**src/rtl/pfh_pkg.sv**
```systemverilog
// Constants, carriers and helpers shared by the packet FIFO handler
package pfh_pkg;
  localparam int CLK_PERIOD_NS = 25;
  localparam int TX_READY_US = 60;
  localparam int RX_READY_US = 100;
  localparam logic [11:0] TX_READY_CYC = 12'((TX_READY_US * 1000 + CLK_PERIOD_NS - 1) / CLK_PERIOD_NS);
  localparam logic [11:0] RX_READY_CYC = 12'((RX_READY_US * 1000 + CLK_PERIOD_NS - 1) / CLK_PERIOD_NS);
  localparam int FIFO_DEPTH = 64;
  localparam int PTR_W = 6;
  localparam logic [6:0] FIFO_FULL_LVL = 7'h40;
  localparam logic [2:0] MODE_SLEEP = 3'h0;
  localparam logic [2:0] MODE_STBY = 3'h1;
  localparam logic [2:0] MODE_FS = 3'h2;
  localparam logic [2:0] MODE_RX = 3'h3;
  localparam logic [2:0] MODE_TX = 3'h4;
  localparam int DATA_MODE_PKT_BIT = 1;
  localparam logic [1:0] FILT_OFF = 2'h0;
  localparam logic [1:0] FILT_NODE = 2'h1;
  localparam logic [1:0] FILT_NODE_BC0 = 2'h2;
  localparam logic [1:0] FILT_NODE_BC = 2'h3;
  localparam logic [7:0] BCAST_ZERO = 8'h00;
  localparam logic [7:0] BCAST_ONES = 8'hFF;
  localparam logic [7:0] PREAMBLE_BYTE = 8'hAA;
  localparam logic [8:0] PN9_SEED = 9'h1FF;
  localparam logic [15:0] CRC_SEED = 16'hFFFF;
  localparam logic [15:0] CRC_POLY = 16'h1021;
  localparam logic [7:0] RX_CRC_PENDING = 8'h02;

  typedef enum logic [2:0] {T_IDLE, T_WARM, T_PRE, T_BODY, T_CRC_HI, T_CRC_LO, T_DONE} pfh_tx_st_t;
  typedef enum logic [2:0] {R_IDLE, R_WARM, R_HUNT, R_BODY, R_CRC} pfh_rx_st_t;

  typedef struct packed {
    logic [2:0] chip_mode;
    logic [1:0] data_mode;
    logic pkt_format;
    logic [7:0] payload_length;
    logic [7:0] node_adrs;
    logic [1:0] preamble_size;
    logic manchester_on;
    logic whitening_on;
    logic crc_on;
    logic [1:0] adrs_filt;
    logic crc_autoclr;
    logic fifo_stby_access;
    logic tx_start_cond;
  } pfh_cfg_t;

  typedef struct packed {
    logic payload_ready;
    logic crc_ok;
    logic adrs_match;
    logic crc_status;
    logic tx_done;
    logic fifo_not_empty;
    logic fifo_full;
  } pfh_stat_t;

  function automatic logic [8:0] pn9_adv8(input logic [8:0] l);
    logic [8:0] v;
    v = l;
    for (int i = 0; i < 8; i++) begin
      v = {v[0] ^ v[5], v[8:1]};
    end
    return v;
  endfunction : pn9_adv8

  function automatic logic [15:0] crc_upd(input logic [15:0] c, input logic [7:0] b);
    logic [15:0] v;
    v = c;
    for (int i = 7; i >= 0; i--) begin
      v = (v[15] ^ b[i]) ? ({v[14:0], 1'b0} ^ CRC_POLY) : {v[14:0], 1'b0};
    end
    return v;
  endfunction : crc_upd
endpackage : pfh_pkg

```
**src/rtl/pfh_packet_handler.sv**
```systemverilog
// Packet handler: FIFO pointers, transmit framer and receive deframer
`timescale 1ns/1ps
// Operation
// - Fixed format: length setting is packet length; variable: largest accepted length
// - Receiver compares first payload byte with node address while filtering is on
// - Format setting picks fixed or variable length for transmit and receive
// - Transmitter sends one preamble byte more than the preamble size setting
// - Address filter setting enables filtering and picks accepted addresses
// - CRC failure with auto-clear enabled empties the FIFO
// - In standby the access setting allows host writes (0) or reads (1)
// - Start condition 1 starts the first packet after entering transmit once FIFO is not empty
// - After entering transmit the device waits its ready time then sends
// - Receiver ignores sync until its start-up delay has passed
// - Start condition 1: FIFO cleared after packet, surplus bytes lost
// - Start condition 0: surplus bytes stay for further packets
// - New reception starts only when the FIFO is empty
// - Payload ready rises with final byte, holds until FIFO is read empty
// - Address match and CRC ok hold until payload fully read
// - CRC status is valid when CRC ok and payload ready fire
// - Read in receive mode: CRC status clears when FIFO empties
// - Read elsewhere: CRC status holds until new sync in receive
// - Mode codes: 000 sleep, 001 standby, 010 synth, 011 receive, 100 transmit
// - Data mode with upper bit set selects packet handling
module pfh_packet_handler (
  input wire logic sys_clk_i,
  input wire logic rst_i,
  input wire pfh_pkg::pfh_cfg_t cfg_i,
  input wire logic host_wr_i,
  input wire logic [7:0] host_wdata_i,
  input wire logic host_rd_i,
  output logic [7:0] host_rdata_o,
  input wire logic bit_tick_i,
  output logic tx_bit_o,
  output logic tx_active_o,
  input wire logic rx_bit_i,
  input wire logic rx_bit_valid_i,
  input wire logic rx_sync_i,
  output pfh_pkg::pfh_stat_t stat_o
);
  typedef struct packed {
    pfh_pkg::pfh_tx_st_t tst;
    pfh_pkg::pfh_rx_st_t rst;
    logic [11:0] tmr;
    logic [pfh_pkg::PTR_W-1:0] wptr;
    logic [pfh_pkg::PTR_W-1:0] rptr;
    logic [6:0] count;
    logic [7:0] sh;
    logic [2:0] bitn;
    logic half;
    logic [1:0] pre_cnt;
    logic [7:0] remain;
    logic [8:0] lfsr;
    logic [15:0] crc;
    logic [7:0] crc_hi;
    logic rlen;
    logic radr;
    logic tx_bit;
    logic tx_active;
    pfh_pkg::pfh_stat_t stat;
  } pfh_core_st_t;

  pfh_core_st_t s;
  pfh_core_st_t next_s;
  logic [7:0] rdata;
  logic pkt;
  logic in_tx;
  logic in_rx;
  logic [7:0] wmask;
  logic host_push;
  logic host_pop;
  logic tx_pop;
  logic rx_push;
  logic fifo_clr;
  logic rx_fin;
  logic tx_step;
  logic tx_man;
  logic byte_end;
  logic load_body;
  logic tx_end;
  logic tx_ready_pkt;
  logic [8:0] tx_need;
  logic rx_take;
  logic rbyte_done;
  logic [7:0] rbyte;
  logic adr_ok;
  logic empty_by_read;
  logic [7:0] wdata;

  always_comb begin
    next_s = s;
    pkt = cfg_i.data_mode[pfh_pkg::DATA_MODE_PKT_BIT];
    in_tx = pkt && (cfg_i.chip_mode == pfh_pkg::MODE_TX);
    in_rx = pkt && (cfg_i.chip_mode == pfh_pkg::MODE_RX);
    wmask = cfg_i.whitening_on ? s.lfsr[7:0] : 8'h00;
    tx_pop = 1'b0;
    rx_push = 1'b0;
    fifo_clr = 1'b0;
    rx_fin = 1'b0;
    load_body = 1'b0;
    tx_end = 1'b0;
    rbyte_done = 1'b0;
    // Host access direction follows the mode; standby uses the access setting
    host_push = host_wr_i && (s.count != pfh_pkg::FIFO_FULL_LVL) && ((cfg_i.chip_mode == pfh_pkg::MODE_TX)
      || (cfg_i.chip_mode == pfh_pkg::MODE_STBY && !cfg_i.fifo_stby_access));
    host_pop = host_rd_i && (s.count != 7'h0) && ((cfg_i.chip_mode == pfh_pkg::MODE_RX)
      || (cfg_i.chip_mode == pfh_pkg::MODE_STBY && cfg_i.fifo_stby_access));

    // Transmit: start condition
    tx_need = cfg_i.pkt_format ? ({1'b0, rdata} + 9'h001) : {1'b0, cfg_i.payload_length};
    if (cfg_i.tx_start_cond) begin
      tx_ready_pkt = (s.count != 7'h0);
    end else begin
      // A queued packet longer than the FIFO can never start in this mode
      tx_ready_pkt = (s.count != 7'h0) && ({2'b00, s.count} >= tx_need);
    end

    // Transmit: bit engine, Manchester covers everything after the preamble
    tx_step = bit_tick_i && (s.tst == pfh_pkg::T_PRE || s.tst == pfh_pkg::T_BODY
      || s.tst == pfh_pkg::T_CRC_HI || s.tst == pfh_pkg::T_CRC_LO);
    tx_man = cfg_i.manchester_on && (s.tst != pfh_pkg::T_PRE);
    byte_end = (s.bitn == 3'h7) && (!tx_man || s.half);
    if (tx_step) begin
      next_s.tx_bit = s.sh[7] ^ (tx_man & s.half);
      if (tx_man && !s.half) begin
        next_s.half = 1'b1;
      end else begin
        next_s.half = 1'b0;
        next_s.sh = {s.sh[6:0], 1'b0};
        next_s.bitn = s.bitn + 3'h1;
      end
    end

    case (s.tst)
      pfh_pkg::T_IDLE: begin
        if (in_tx) begin
          next_s.tst = pfh_pkg::T_WARM;
          next_s.tmr = pfh_pkg::TX_READY_CYC;
        end
      end
      pfh_pkg::T_WARM, pfh_pkg::T_DONE: begin
        if (s.tmr != 12'h000) begin
          next_s.tmr = s.tmr - 12'h001;
        end else if (tx_ready_pkt && (s.tst == pfh_pkg::T_WARM || !cfg_i.tx_start_cond)) begin
          next_s.tst = pfh_pkg::T_PRE;
          next_s.sh = pfh_pkg::PREAMBLE_BYTE;
          next_s.pre_cnt = cfg_i.preamble_size;
          next_s.bitn = 3'h0;
          next_s.half = 1'b0;
          next_s.lfsr = pfh_pkg::PN9_SEED;
          next_s.crc = pfh_pkg::CRC_SEED;
          next_s.tx_active = 1'b1;
        end
      end
      pfh_pkg::T_PRE: begin
        if (tx_step && byte_end) begin
          if (s.pre_cnt == 2'h0) begin
            load_body = 1'b1;
          end else begin
            next_s.pre_cnt = s.pre_cnt - 2'h1;
            next_s.sh = pfh_pkg::PREAMBLE_BYTE;
          end
        end
      end
      pfh_pkg::T_BODY: begin
        if (tx_step && byte_end) begin
          if (s.remain != 8'h00) begin
            load_body = 1'b1;
          end else if (cfg_i.crc_on) begin
            next_s.tst = pfh_pkg::T_CRC_HI;
            next_s.sh = s.crc[15:8] ^ wmask;
            next_s.lfsr = pfh_pkg::pn9_adv8(s.lfsr);
          end else begin
            tx_end = 1'b1;
          end
        end
      end
      pfh_pkg::T_CRC_HI: begin
        if (tx_step && byte_end) begin
          next_s.tst = pfh_pkg::T_CRC_LO;
          next_s.sh = s.crc[7:0] ^ wmask;
          next_s.lfsr = pfh_pkg::pn9_adv8(s.lfsr);
        end
      end
      pfh_pkg::T_CRC_LO: begin
        if (tx_step && byte_end) begin
          tx_end = 1'b1;
        end
      end
      default: begin
        next_s.tst = pfh_pkg::T_IDLE;
      end
    endcase

    if (load_body) begin
      if (s.count == 7'h0) begin
        // Underrun ends the packet early rather than sending stale bytes
        tx_end = 1'b1;
      end else begin
        tx_pop = 1'b1;
        next_s.tst = pfh_pkg::T_BODY;
        next_s.sh = rdata ^ wmask;
        next_s.lfsr = pfh_pkg::pn9_adv8(s.lfsr);
        next_s.crc = pfh_pkg::crc_upd(s.crc, rdata);
        if (s.tst == pfh_pkg::T_PRE) begin
          next_s.remain = cfg_i.pkt_format ? rdata : (cfg_i.payload_length - 8'h01);
        end else begin
          next_s.remain = s.remain - 8'h01;
        end
      end
    end

    if (tx_end) begin
      next_s.tst = pfh_pkg::T_DONE;
      next_s.tx_active = 1'b0;
      next_s.stat.tx_done = 1'b1;
      fifo_clr = cfg_i.tx_start_cond;
    end
    if (!in_tx) begin
      // Leaving transmit mid-byte must neither consume nor clear queued bytes
      tx_pop = 1'b0;
      fifo_clr = 1'b0;
      next_s.tst = pfh_pkg::T_IDLE;
      next_s.tx_active = 1'b0;
      next_s.tx_bit = 1'b0;
      next_s.stat.tx_done = 1'b0;
    end

    // Receive: chip pairing and byte assembly, first chip of a pair carries the bit
    rx_take = rx_bit_valid_i && (s.rst == pfh_pkg::R_BODY || s.rst == pfh_pkg::R_CRC)
      && (!cfg_i.manchester_on || !s.half);
    if (rx_bit_valid_i && (s.rst == pfh_pkg::R_BODY || s.rst == pfh_pkg::R_CRC) && cfg_i.manchester_on) begin
      next_s.half = ~s.half;
    end
    rbyte = {s.sh[6:0], rx_bit_i} ^ wmask;
    adr_ok = (rbyte == cfg_i.node_adrs)
      || (cfg_i.adrs_filt != pfh_pkg::FILT_NODE && rbyte == pfh_pkg::BCAST_ZERO)
      || (cfg_i.adrs_filt == pfh_pkg::FILT_NODE_BC && rbyte == pfh_pkg::BCAST_ONES);
    if (rx_take) begin
      next_s.sh = {s.sh[6:0], rx_bit_i};
      next_s.bitn = s.bitn + 3'h1;
      rbyte_done = (s.bitn == 3'h7);
    end

    case (s.rst)
      pfh_pkg::R_IDLE: begin
        if (in_rx) begin
          next_s.rst = pfh_pkg::R_WARM;
          next_s.tmr = pfh_pkg::RX_READY_CYC;
        end
      end
      pfh_pkg::R_WARM: begin
        if (s.tmr != 12'h000) begin
          next_s.tmr = s.tmr - 12'h001;
        end else begin
          next_s.rst = pfh_pkg::R_HUNT;
        end
      end
      pfh_pkg::R_HUNT: begin
        if (rx_sync_i && s.count == 7'h0) begin
          next_s.rst = pfh_pkg::R_BODY;
          next_s.stat.crc_status = 1'b0;
          next_s.lfsr = pfh_pkg::PN9_SEED;
          next_s.crc = pfh_pkg::CRC_SEED;
          next_s.bitn = 3'h0;
          next_s.half = 1'b0;
          next_s.rlen = cfg_i.pkt_format;
          next_s.radr = (cfg_i.adrs_filt != pfh_pkg::FILT_OFF);
          next_s.remain = cfg_i.payload_length;
        end
      end
      pfh_pkg::R_BODY: begin
        if (rbyte_done) begin
          next_s.lfsr = pfh_pkg::pn9_adv8(s.lfsr);
          next_s.crc = pfh_pkg::crc_upd(s.crc, rbyte);
          if (s.rlen) begin
            next_s.rlen = 1'b0;
            next_s.remain = rbyte;
            if (rbyte == 8'h00 || rbyte > cfg_i.payload_length) begin
              fifo_clr = 1'b1;
            end
          end else if (s.radr && !adr_ok) begin
            fifo_clr = 1'b1;
          end else begin
            rx_push = (s.count != pfh_pkg::FIFO_FULL_LVL);
            next_s.radr = 1'b0;
            next_s.stat.adrs_match = s.stat.adrs_match | s.radr;
            next_s.remain = s.remain - 8'h01;
            if (s.remain == 8'h01 && cfg_i.crc_on) begin
              next_s.rst = pfh_pkg::R_CRC;
              next_s.remain = pfh_pkg::RX_CRC_PENDING;
            end else if (s.remain == 8'h01) begin
              rx_fin = 1'b1;
              next_s.rst = pfh_pkg::R_HUNT;
              next_s.stat.payload_ready = 1'b1;
            end
          end
          if (fifo_clr) begin
            next_s.rst = pfh_pkg::R_HUNT;
            next_s.stat.adrs_match = 1'b0;
          end
        end
      end
      pfh_pkg::R_CRC: begin
        if (rbyte_done) begin
          next_s.lfsr = pfh_pkg::pn9_adv8(s.lfsr);
          next_s.crc_hi = rbyte;
          next_s.remain = s.remain - 8'h01;
          if (s.remain != pfh_pkg::RX_CRC_PENDING) begin
            rx_fin = 1'b1;
            next_s.rst = pfh_pkg::R_HUNT;
            next_s.stat.crc_status = ({s.crc_hi, rbyte} == s.crc);
            next_s.stat.crc_ok = ({s.crc_hi, rbyte} == s.crc);
            if ({s.crc_hi, rbyte} != s.crc && cfg_i.crc_autoclr) begin
              fifo_clr = 1'b1;
              next_s.stat.adrs_match = 1'b0;
            end else begin
              next_s.stat.payload_ready = 1'b1;
            end
          end
        end
      end
      default: begin
        next_s.rst = pfh_pkg::R_IDLE;
      end
    endcase
    if (!in_rx) begin
      next_s.rst = pfh_pkg::R_IDLE;
    end

    // FIFO pointers; a clear wins over any push or pop in the same cycle
    empty_by_read = host_pop && !rx_push && !host_push && (s.count == 7'h1) && !fifo_clr;
    if (fifo_clr) begin
      next_s.rptr = s.wptr;
      next_s.count = 7'h0;
    end else begin
      if (host_push || rx_push) begin
        next_s.wptr = s.wptr + {{(pfh_pkg::PTR_W-1){1'b0}}, 1'b1};
      end
      if (host_pop || tx_pop) begin
        next_s.rptr = s.rptr + {{(pfh_pkg::PTR_W-1){1'b0}}, 1'b1};
      end
      next_s.count = s.count + {6'h00, host_push | rx_push} - {6'h00, host_pop | tx_pop};
    end
    // A completion landing in the emptying cycle keeps its flags
    if (empty_by_read && !rx_fin) begin
      next_s.stat.payload_ready = 1'b0;
      next_s.stat.crc_ok = 1'b0;
      next_s.stat.adrs_match = 1'b0;
      if (cfg_i.chip_mode == pfh_pkg::MODE_RX) begin
        next_s.stat.crc_status = 1'b0;
      end
    end
    next_s.stat.fifo_not_empty = (next_s.count != 7'h0);
    next_s.stat.fifo_full = (next_s.count == pfh_pkg::FIFO_FULL_LVL);
    wdata = rx_push ? rbyte : host_wdata_i;
  end

  always_ff @(posedge sys_clk_i) begin
    if (rst_i) begin
      s <= '0;
    end else begin
      s <= next_s;
    end
  end

  pfh_fifo_mem u_mem (
    .sys_clk_i(sys_clk_i),
    .rst_i(rst_i),
    .wr_i(host_push | rx_push),
    .waddr_i(s.wptr),
    .wdata_i(wdata),
    .raddr_i(next_s.rptr),
    .rdata_o(rdata)
  );

  assign host_rdata_o = rdata;
  assign tx_bit_o = s.tx_bit;
  assign tx_active_o = s.tx_active;
  assign stat_o = s.stat;

  a_rx_empty_start: assert property (@(posedge sys_clk_i) disable iff (rst_i)
    (s.rst == pfh_pkg::R_HUNT && rx_sync_i && s.count != 7'h0) |=> (s.rst != pfh_pkg::R_BODY))
    else $error("reception started with data left in the FIFO");
  a_tx_warm_wait: assert property (@(posedge sys_clk_i) disable iff (rst_i)
    (s.tst == pfh_pkg::T_WARM && s.tmr != 12'h000) |=> (s.tst != pfh_pkg::T_PRE))
    else $error("transmit began before ready time");
  a_rx_warm_wait: assert property (@(posedge sys_clk_i) disable iff (rst_i)
    (s.rst == pfh_pkg::R_WARM && s.tmr != 12'h000) |=> (s.rst != pfh_pkg::R_HUNT && s.rst != pfh_pkg::R_BODY))
    else $error("receiver armed before start-up delay");
  a_tx_start_now: assert property (@(posedge sys_clk_i) disable iff (rst_i)
    (s.tst == pfh_pkg::T_WARM && s.tmr == 12'h000 && in_tx && cfg_i.tx_start_cond && s.count != 7'h0)
    |=> (s.tst == pfh_pkg::T_PRE && s.tx_active))
    else $error("transmit did not start on non-empty FIFO");
  a_pr_hold_read: assert property (@(posedge sys_clk_i) disable iff (rst_i)
    s.stat.payload_ready |=> (s.stat.payload_ready || $past(s.count) == 7'h1 || $past(fifo_clr)))
    else $error("payload ready dropped before FIFO emptied");
  a_crc_ok_hold: assert property (@(posedge sys_clk_i) disable iff (rst_i)
    (s.stat.crc_ok && !host_pop && !fifo_clr) |=> s.stat.crc_ok)
    else $error("crc ok dropped without a read");
  a_crc_stat_keep: assert property (@(posedge sys_clk_i) disable iff (rst_i)
    (s.stat.crc_status && cfg_i.chip_mode != pfh_pkg::MODE_RX) |=> s.stat.crc_status)
    else $error("crc status cleared outside receive");
  a_crc_stat_rxclr: assert property (@(posedge sys_clk_i) disable iff (rst_i)
    (in_rx && empty_by_read && !rx_fin) |=> (!s.stat.crc_status && !s.stat.payload_ready))
    else $error("crc status kept after payload read in receive");
  a_tx_surplus_clr: assert property (@(posedge sys_clk_i) disable iff (rst_i)
    ($rose(s.stat.tx_done) && $past(cfg_i.tx_start_cond)) |-> (s.count == 7'h0))
    else $error("surplus bytes left after packet");
  a_stby_no_read: assert property (@(posedge sys_clk_i) disable iff (rst_i)
    (cfg_i.chip_mode == pfh_pkg::MODE_STBY && !cfg_i.fifo_stby_access && !host_wr_i)
    |=> (s.count == $past(s.count)))
    else $error("FIFO drained in standby write access");
endmodule : pfh_packet_handler

```
**src/rtl/pfh_fifo_mem.sv**
```systemverilog
// Byte storage of the packet FIFO with a registered read port
`timescale 1ns/1ps
module pfh_fifo_mem (
  input wire logic sys_clk_i,
  input wire logic rst_i,
  input wire logic wr_i,
  input wire logic [pfh_pkg::PTR_W-1:0] waddr_i,
  input wire logic [7:0] wdata_i,
  input wire logic [pfh_pkg::PTR_W-1:0] raddr_i,
  output logic [7:0] rdata_o
);
  typedef struct packed {
    logic [pfh_pkg::FIFO_DEPTH-1:0][7:0] mem;
    logic [7:0] rdata;
  } pfh_mem_st_t;

  pfh_mem_st_t s;
  pfh_mem_st_t next_s;

  always_comb begin
    next_s = s;
    if (wr_i) begin
      next_s.mem[waddr_i] = wdata_i;
    end
    // Reading the updated array gives write-through, so a byte written to an empty FIFO shows next cycle
    next_s.rdata = next_s.mem[raddr_i];
  end

  always_ff @(posedge sys_clk_i) begin
    if (rst_i) begin
      s <= '0;
    end else begin
      s <= next_s;
    end
  end

  assign rdata_o = s.rdata;
endmodule : pfh_fifo_mem

```
**config.mk**
```make
export PLATFORM = sky130hd
export DESIGN_NAME = pfh_packet_handler
export DESIGN_NICKNAME = d
export VERILOG_FILES = /design/src/rtl/pfh_pkg.sv /design/src/rtl/pfh_packet_handler.sv /design/src/rtl/pfh_fifo_mem.sv
export SDC_FILE = /design/constraint.sdc
export NUM_CORES = 2
export LEC_CHECK = 0
export BUFFER_PORTS_ARGS = -buffer_cell sky130_fd_sc_hd__buf_2
export CAP_MARGIN = 5
export CORE_ASPECT_RATIO = 0.5
export CORE_UTILIZATION = 40
export CTS_BUF_LIST = sky130_fd_sc_hd__clkbuf_8 sky130_fd_sc_hd__clkbuf_16
export DETAILED_ROUTE_END_ITERATION = 7
export RECOVER_POWER = 100
export SETUP_SLACK_MARGIN = 0.5
export SKIP_LAST_GASP = 1
export SLEW_MARGIN = 5
export SYNTH_ARGS = -nofsm -noshare
export SYNTH_HDL_FRONTEND = slang
export SYNTH_SLANG_ARGS = --single-unit
```
**constraint.sdc**
```tcl
create_clock -name sys_clk_i -period 4.93 [get_ports sys_clk_i]
set_clock_uncertainty 0.15 [all_clocks]
set_input_delay 0.493 -clock sys_clk_i [delete_from_list [all_inputs] [get_ports sys_clk_i]]
set_output_delay 0.493 -clock sys_clk_i [all_outputs]
set_load 0.005 [all_outputs]
```
==> results_dict.tcl <==
set metrics [dict create \
    synth_mux_area_share_pct 4.27 \
    period_minus_slack_ns 4.68 \
    grt_pass1_wl_mm 179 \
    grt_usage_pct 28.7 \
    nets 4241 \
    post_route_cells_drive_above_1_share_pct 18.4 \
    cts.sinks 623 \
    criticalPathCategory "reg2reg" \
    clock.fmax_ghz 0.214 \
    avgSynthCellArea_um2 8.19 \
    yosysMostFrequentCell "nor2_1" \
    synth-simple-area-share_pct 20.6 \
    antenna_cells 0 \
    first_iter_violations 4130 \
    worstPathArrival_ns 5.07 \
    synth_nets 3935 \
    ys.flop_type "dfxtp_1" \
    synth_cell_types 103 \
    slew_headroom_pct 1.99 \
    die_area_um2 80000 \
    drtPass1Iterations 8 \
    cp_data_required_time_ns 5.32 \
    postSynth.asyncResetShare_pct 0 \
    grt_pass1_vias 29000 \
    critPathMaxFanout 14 \
    hold_viol 0 \
    synth_area_um2 31500 \
    synth-compound-area-share_pct 25.2 \
    cts_tree "built" \
    grt_overflow 0 \
    clkTransAtPathRegs_ns 0.06 \
    setup_violations 0 \
    grt_max_degree 143 \
    insertion_delay_ns 0.66 \
    yosys_warnings 0 \
    cts_root_buf "clkbuf_16" \
    gp_congestion 0.967 \
    end_kind "flop" \
    crit_path_start_kind "flop" \
    drcViolationCount 0 \
    synth_top_area_share_pct 39.5 \
    antenna_found_initial 1 \
    slew_viol_final 0 \
    ir_drop_mv 0.284 \
    synth_common_cells "nor2_1, dfxtp_1, a22oi_1" \
    synth_area_leader_cell "dfxtp_1" \
    synth_edf_count 0 \
    synth.yosys.seq_area_share_pct 39.5 \
    final_core_util_pct 50.1 \
    cts_buffers 59 \
    wl_per_cell_um 23.1 \
    synth_top_family_by_area "compound AO/OA/AOI/OAI gates" \
    start_util_pct 40.6 \
    maxCapViolCount 0 \
    die_h_um 201 \
    synthXorXnorAreaFrac_pct 4.10 \
    clk_path_buf_depth 3 \
    power_mw 11.8 \
    ios 65 \
    port_buffers 63 \
    hp-class "in2reg" \
    via_per_inst 6.10 \
    routed_wl_mm 121 \
    syn_to_final_growth_pct 23.4 \
    synthTopCellsByArea "dfxtp_1, a22oi_1, nor2_1" \
    dr_total_vias 31900 \
    ys_ff_latch 623 \
    coreArea_um2 77700 \
    worst_slew_pin_slew_ns 1.47 \
    power_density_nw_per_um2 302 \
    status "finished, final reports clean" \
    nFillCells 7462 \
    postSynthCellCount 3850 \
    power_leakage_nw 15.3 \
    htree_levels 2 \
    rsz0062_at_grt "yes" \
    yosys.area_share.adder_pct 1.49 \
    postRouteAntennaNets 0 \
    die_w_um 399 \
    final.period_utilization_pct 94.9 \
    row_count 72 \
    hold_slack_ns 0.0550 \
    hpwlAfterDp_mm 82.2 \
]
-- power breakdown --
group | switching [mW] | internal (mW)
clock | 2.11 | 2.82
combinational | 1.01 | 0.693
sequential | 0.0622 | 5.07
total | 3.19 | 8.58
-- per-stage QoR --
stage	instance area (um2)	setup TNS (ns)	setup slack (ns)	instances
6_report	38900	0	0.252	5240
5_1_grt	38900	0	0.154	5240
4_1_cts	38100	0	0.483	5188
3_5_place_dp	35300	-1.55	-0.423	5050
3_3_place_gp	35300	-1.42	-0.391	5050
2_1_floorplan	31600	0	0.507	3850
-- final timing paths --
check | from | endpoint | slack (ns) | depth (start not counted)
worst max-delay path | s[64] | u_mem.rdata_o[7] | 0.25 | 16
worst min-delay path | cfg_i[28] | s[99] | 0.06 | 3
worst max register to register | s[64] | u_mem.rdata_o[7] | 0.25 | 16
worst min register to register | s[53] | s[53] | 0.32 | 2
-- layer usage --
layer / vias up / track usage, % / share of wire, %
met5: - / 0 / 0
met4: 0 / 10.1 / 3.8
met3: 261 / 4.24 / 9.1
met2: 1532 / 44.1 / 44
met1: 15500 / 40.9 / 43
li1: 14700 / - / -
-- state kept, by name, indices dropped and copies added (netlist names) --
register and cells:
u_mem.rdata_o 8, s 94, tx_active_o 1, tx_bit_o 1
stat_o 7, u_mem.s 512
-- timing repair --
action | 4_1_cts | 5_1_grt
gates resized for setup | 79 | 171
cloned | 6 | 5
pin swaps | 21 | 58
hold buffers | 2 | 0
hold endpoints to repair | 2 | 0
endpoints found under the setup margin | 11 | 25
setup buffers | 21 | 47
-- cell type report --
cell class	instances	area (um2)	area share, %
clock buffers	76	1720	4.42
repair buffers	544	4560	11.7
well taps	1036	1300	3.33
clock inverters	33	358	0.919
flip-flops and latches	623	12500	32.1
multi-input cells	2872	18300	47.0
inverters	56	210	0.540
-- worst max-delay path, cell delays in order, from the launching register on --
cell	delay, ns
dfxtp_2	0.50
xor3_1	0.49
nand4_1	0.20
o21ai_4	0.09
o31a_1	0.36
buf_12	0.15
or2_4	0.27
buf_12	0.16
buf_8	0.19
nand2_1	0.09
clkbuf_1	0.31
a22oi_1	0.16
mux4_2	0.52
a211oi_2	0.18
buf_4	0.14
nand4_1	0.27
o211ai_1	0.29
-- cell usage in the layout (no fill, tap or decap), types with 11 or more instances in the layout --
cell / Yosys / routed
nor2b_1: 18 / 15
nand4_1: 19 / 19
clkbuf_8: 0 / 16
o21ai_0: 97 / 101
xnor2_1: 76 / 74
buf_12: 0 / 37
and2_1: 45 / 32
nand3_1: 159 / 152
a22oi_1: 506 / 499
o22ai_1: 39 / 34
buf_2: 68 / 52
mux4_2: 17 / 17
nand2_1: 355 / 347
o221ai_1: 11 / 11
a21oi_1: 178 / 173
a31oi_1: 17 / 17
nor2_1: 689 / 684
clkbuf_4: 0 / 12
and3_1: 16 / 16
clkbuf_1: 181 / 63
dfxtp_1: 623 / 608
a211oi_1: 44 / 35
nor3_1: 43 / 42
buf_6: 4 / 30
o22a_1: 11 / 11
or3_1: 21 / 21
mux2_2: 18 / 15
buf_4: 22 / 332
a22o_1: 47 / 47
xor2_1: 48 / 42
inv_1: 51 / 62
a21o_1: 13 / 13
and4_1: 17 / 16
nor4_1: 19 / 15
clkbuf_16: 0 / 64
o211ai_1: 24 / 24
mux2i_1: 76 / 70
ha_1: 36 / 36
and2_0: 0 / 13
-- cell families after synthesis --
| kind of cell | after synthesis |
|---|---|
| XOR/XNOR | 133 |
| adder cells (fa/ha/maj) | 37 |
| AO/OA/AOI/OAI | 1123 |
| flip-flops | 623 |
| AND/OR/NAND/NOR | 1467 |
| buffers and inverters | 356 |
| multiplexers | 111 |
Note: power is estimated with default switching activity, not from simulation.
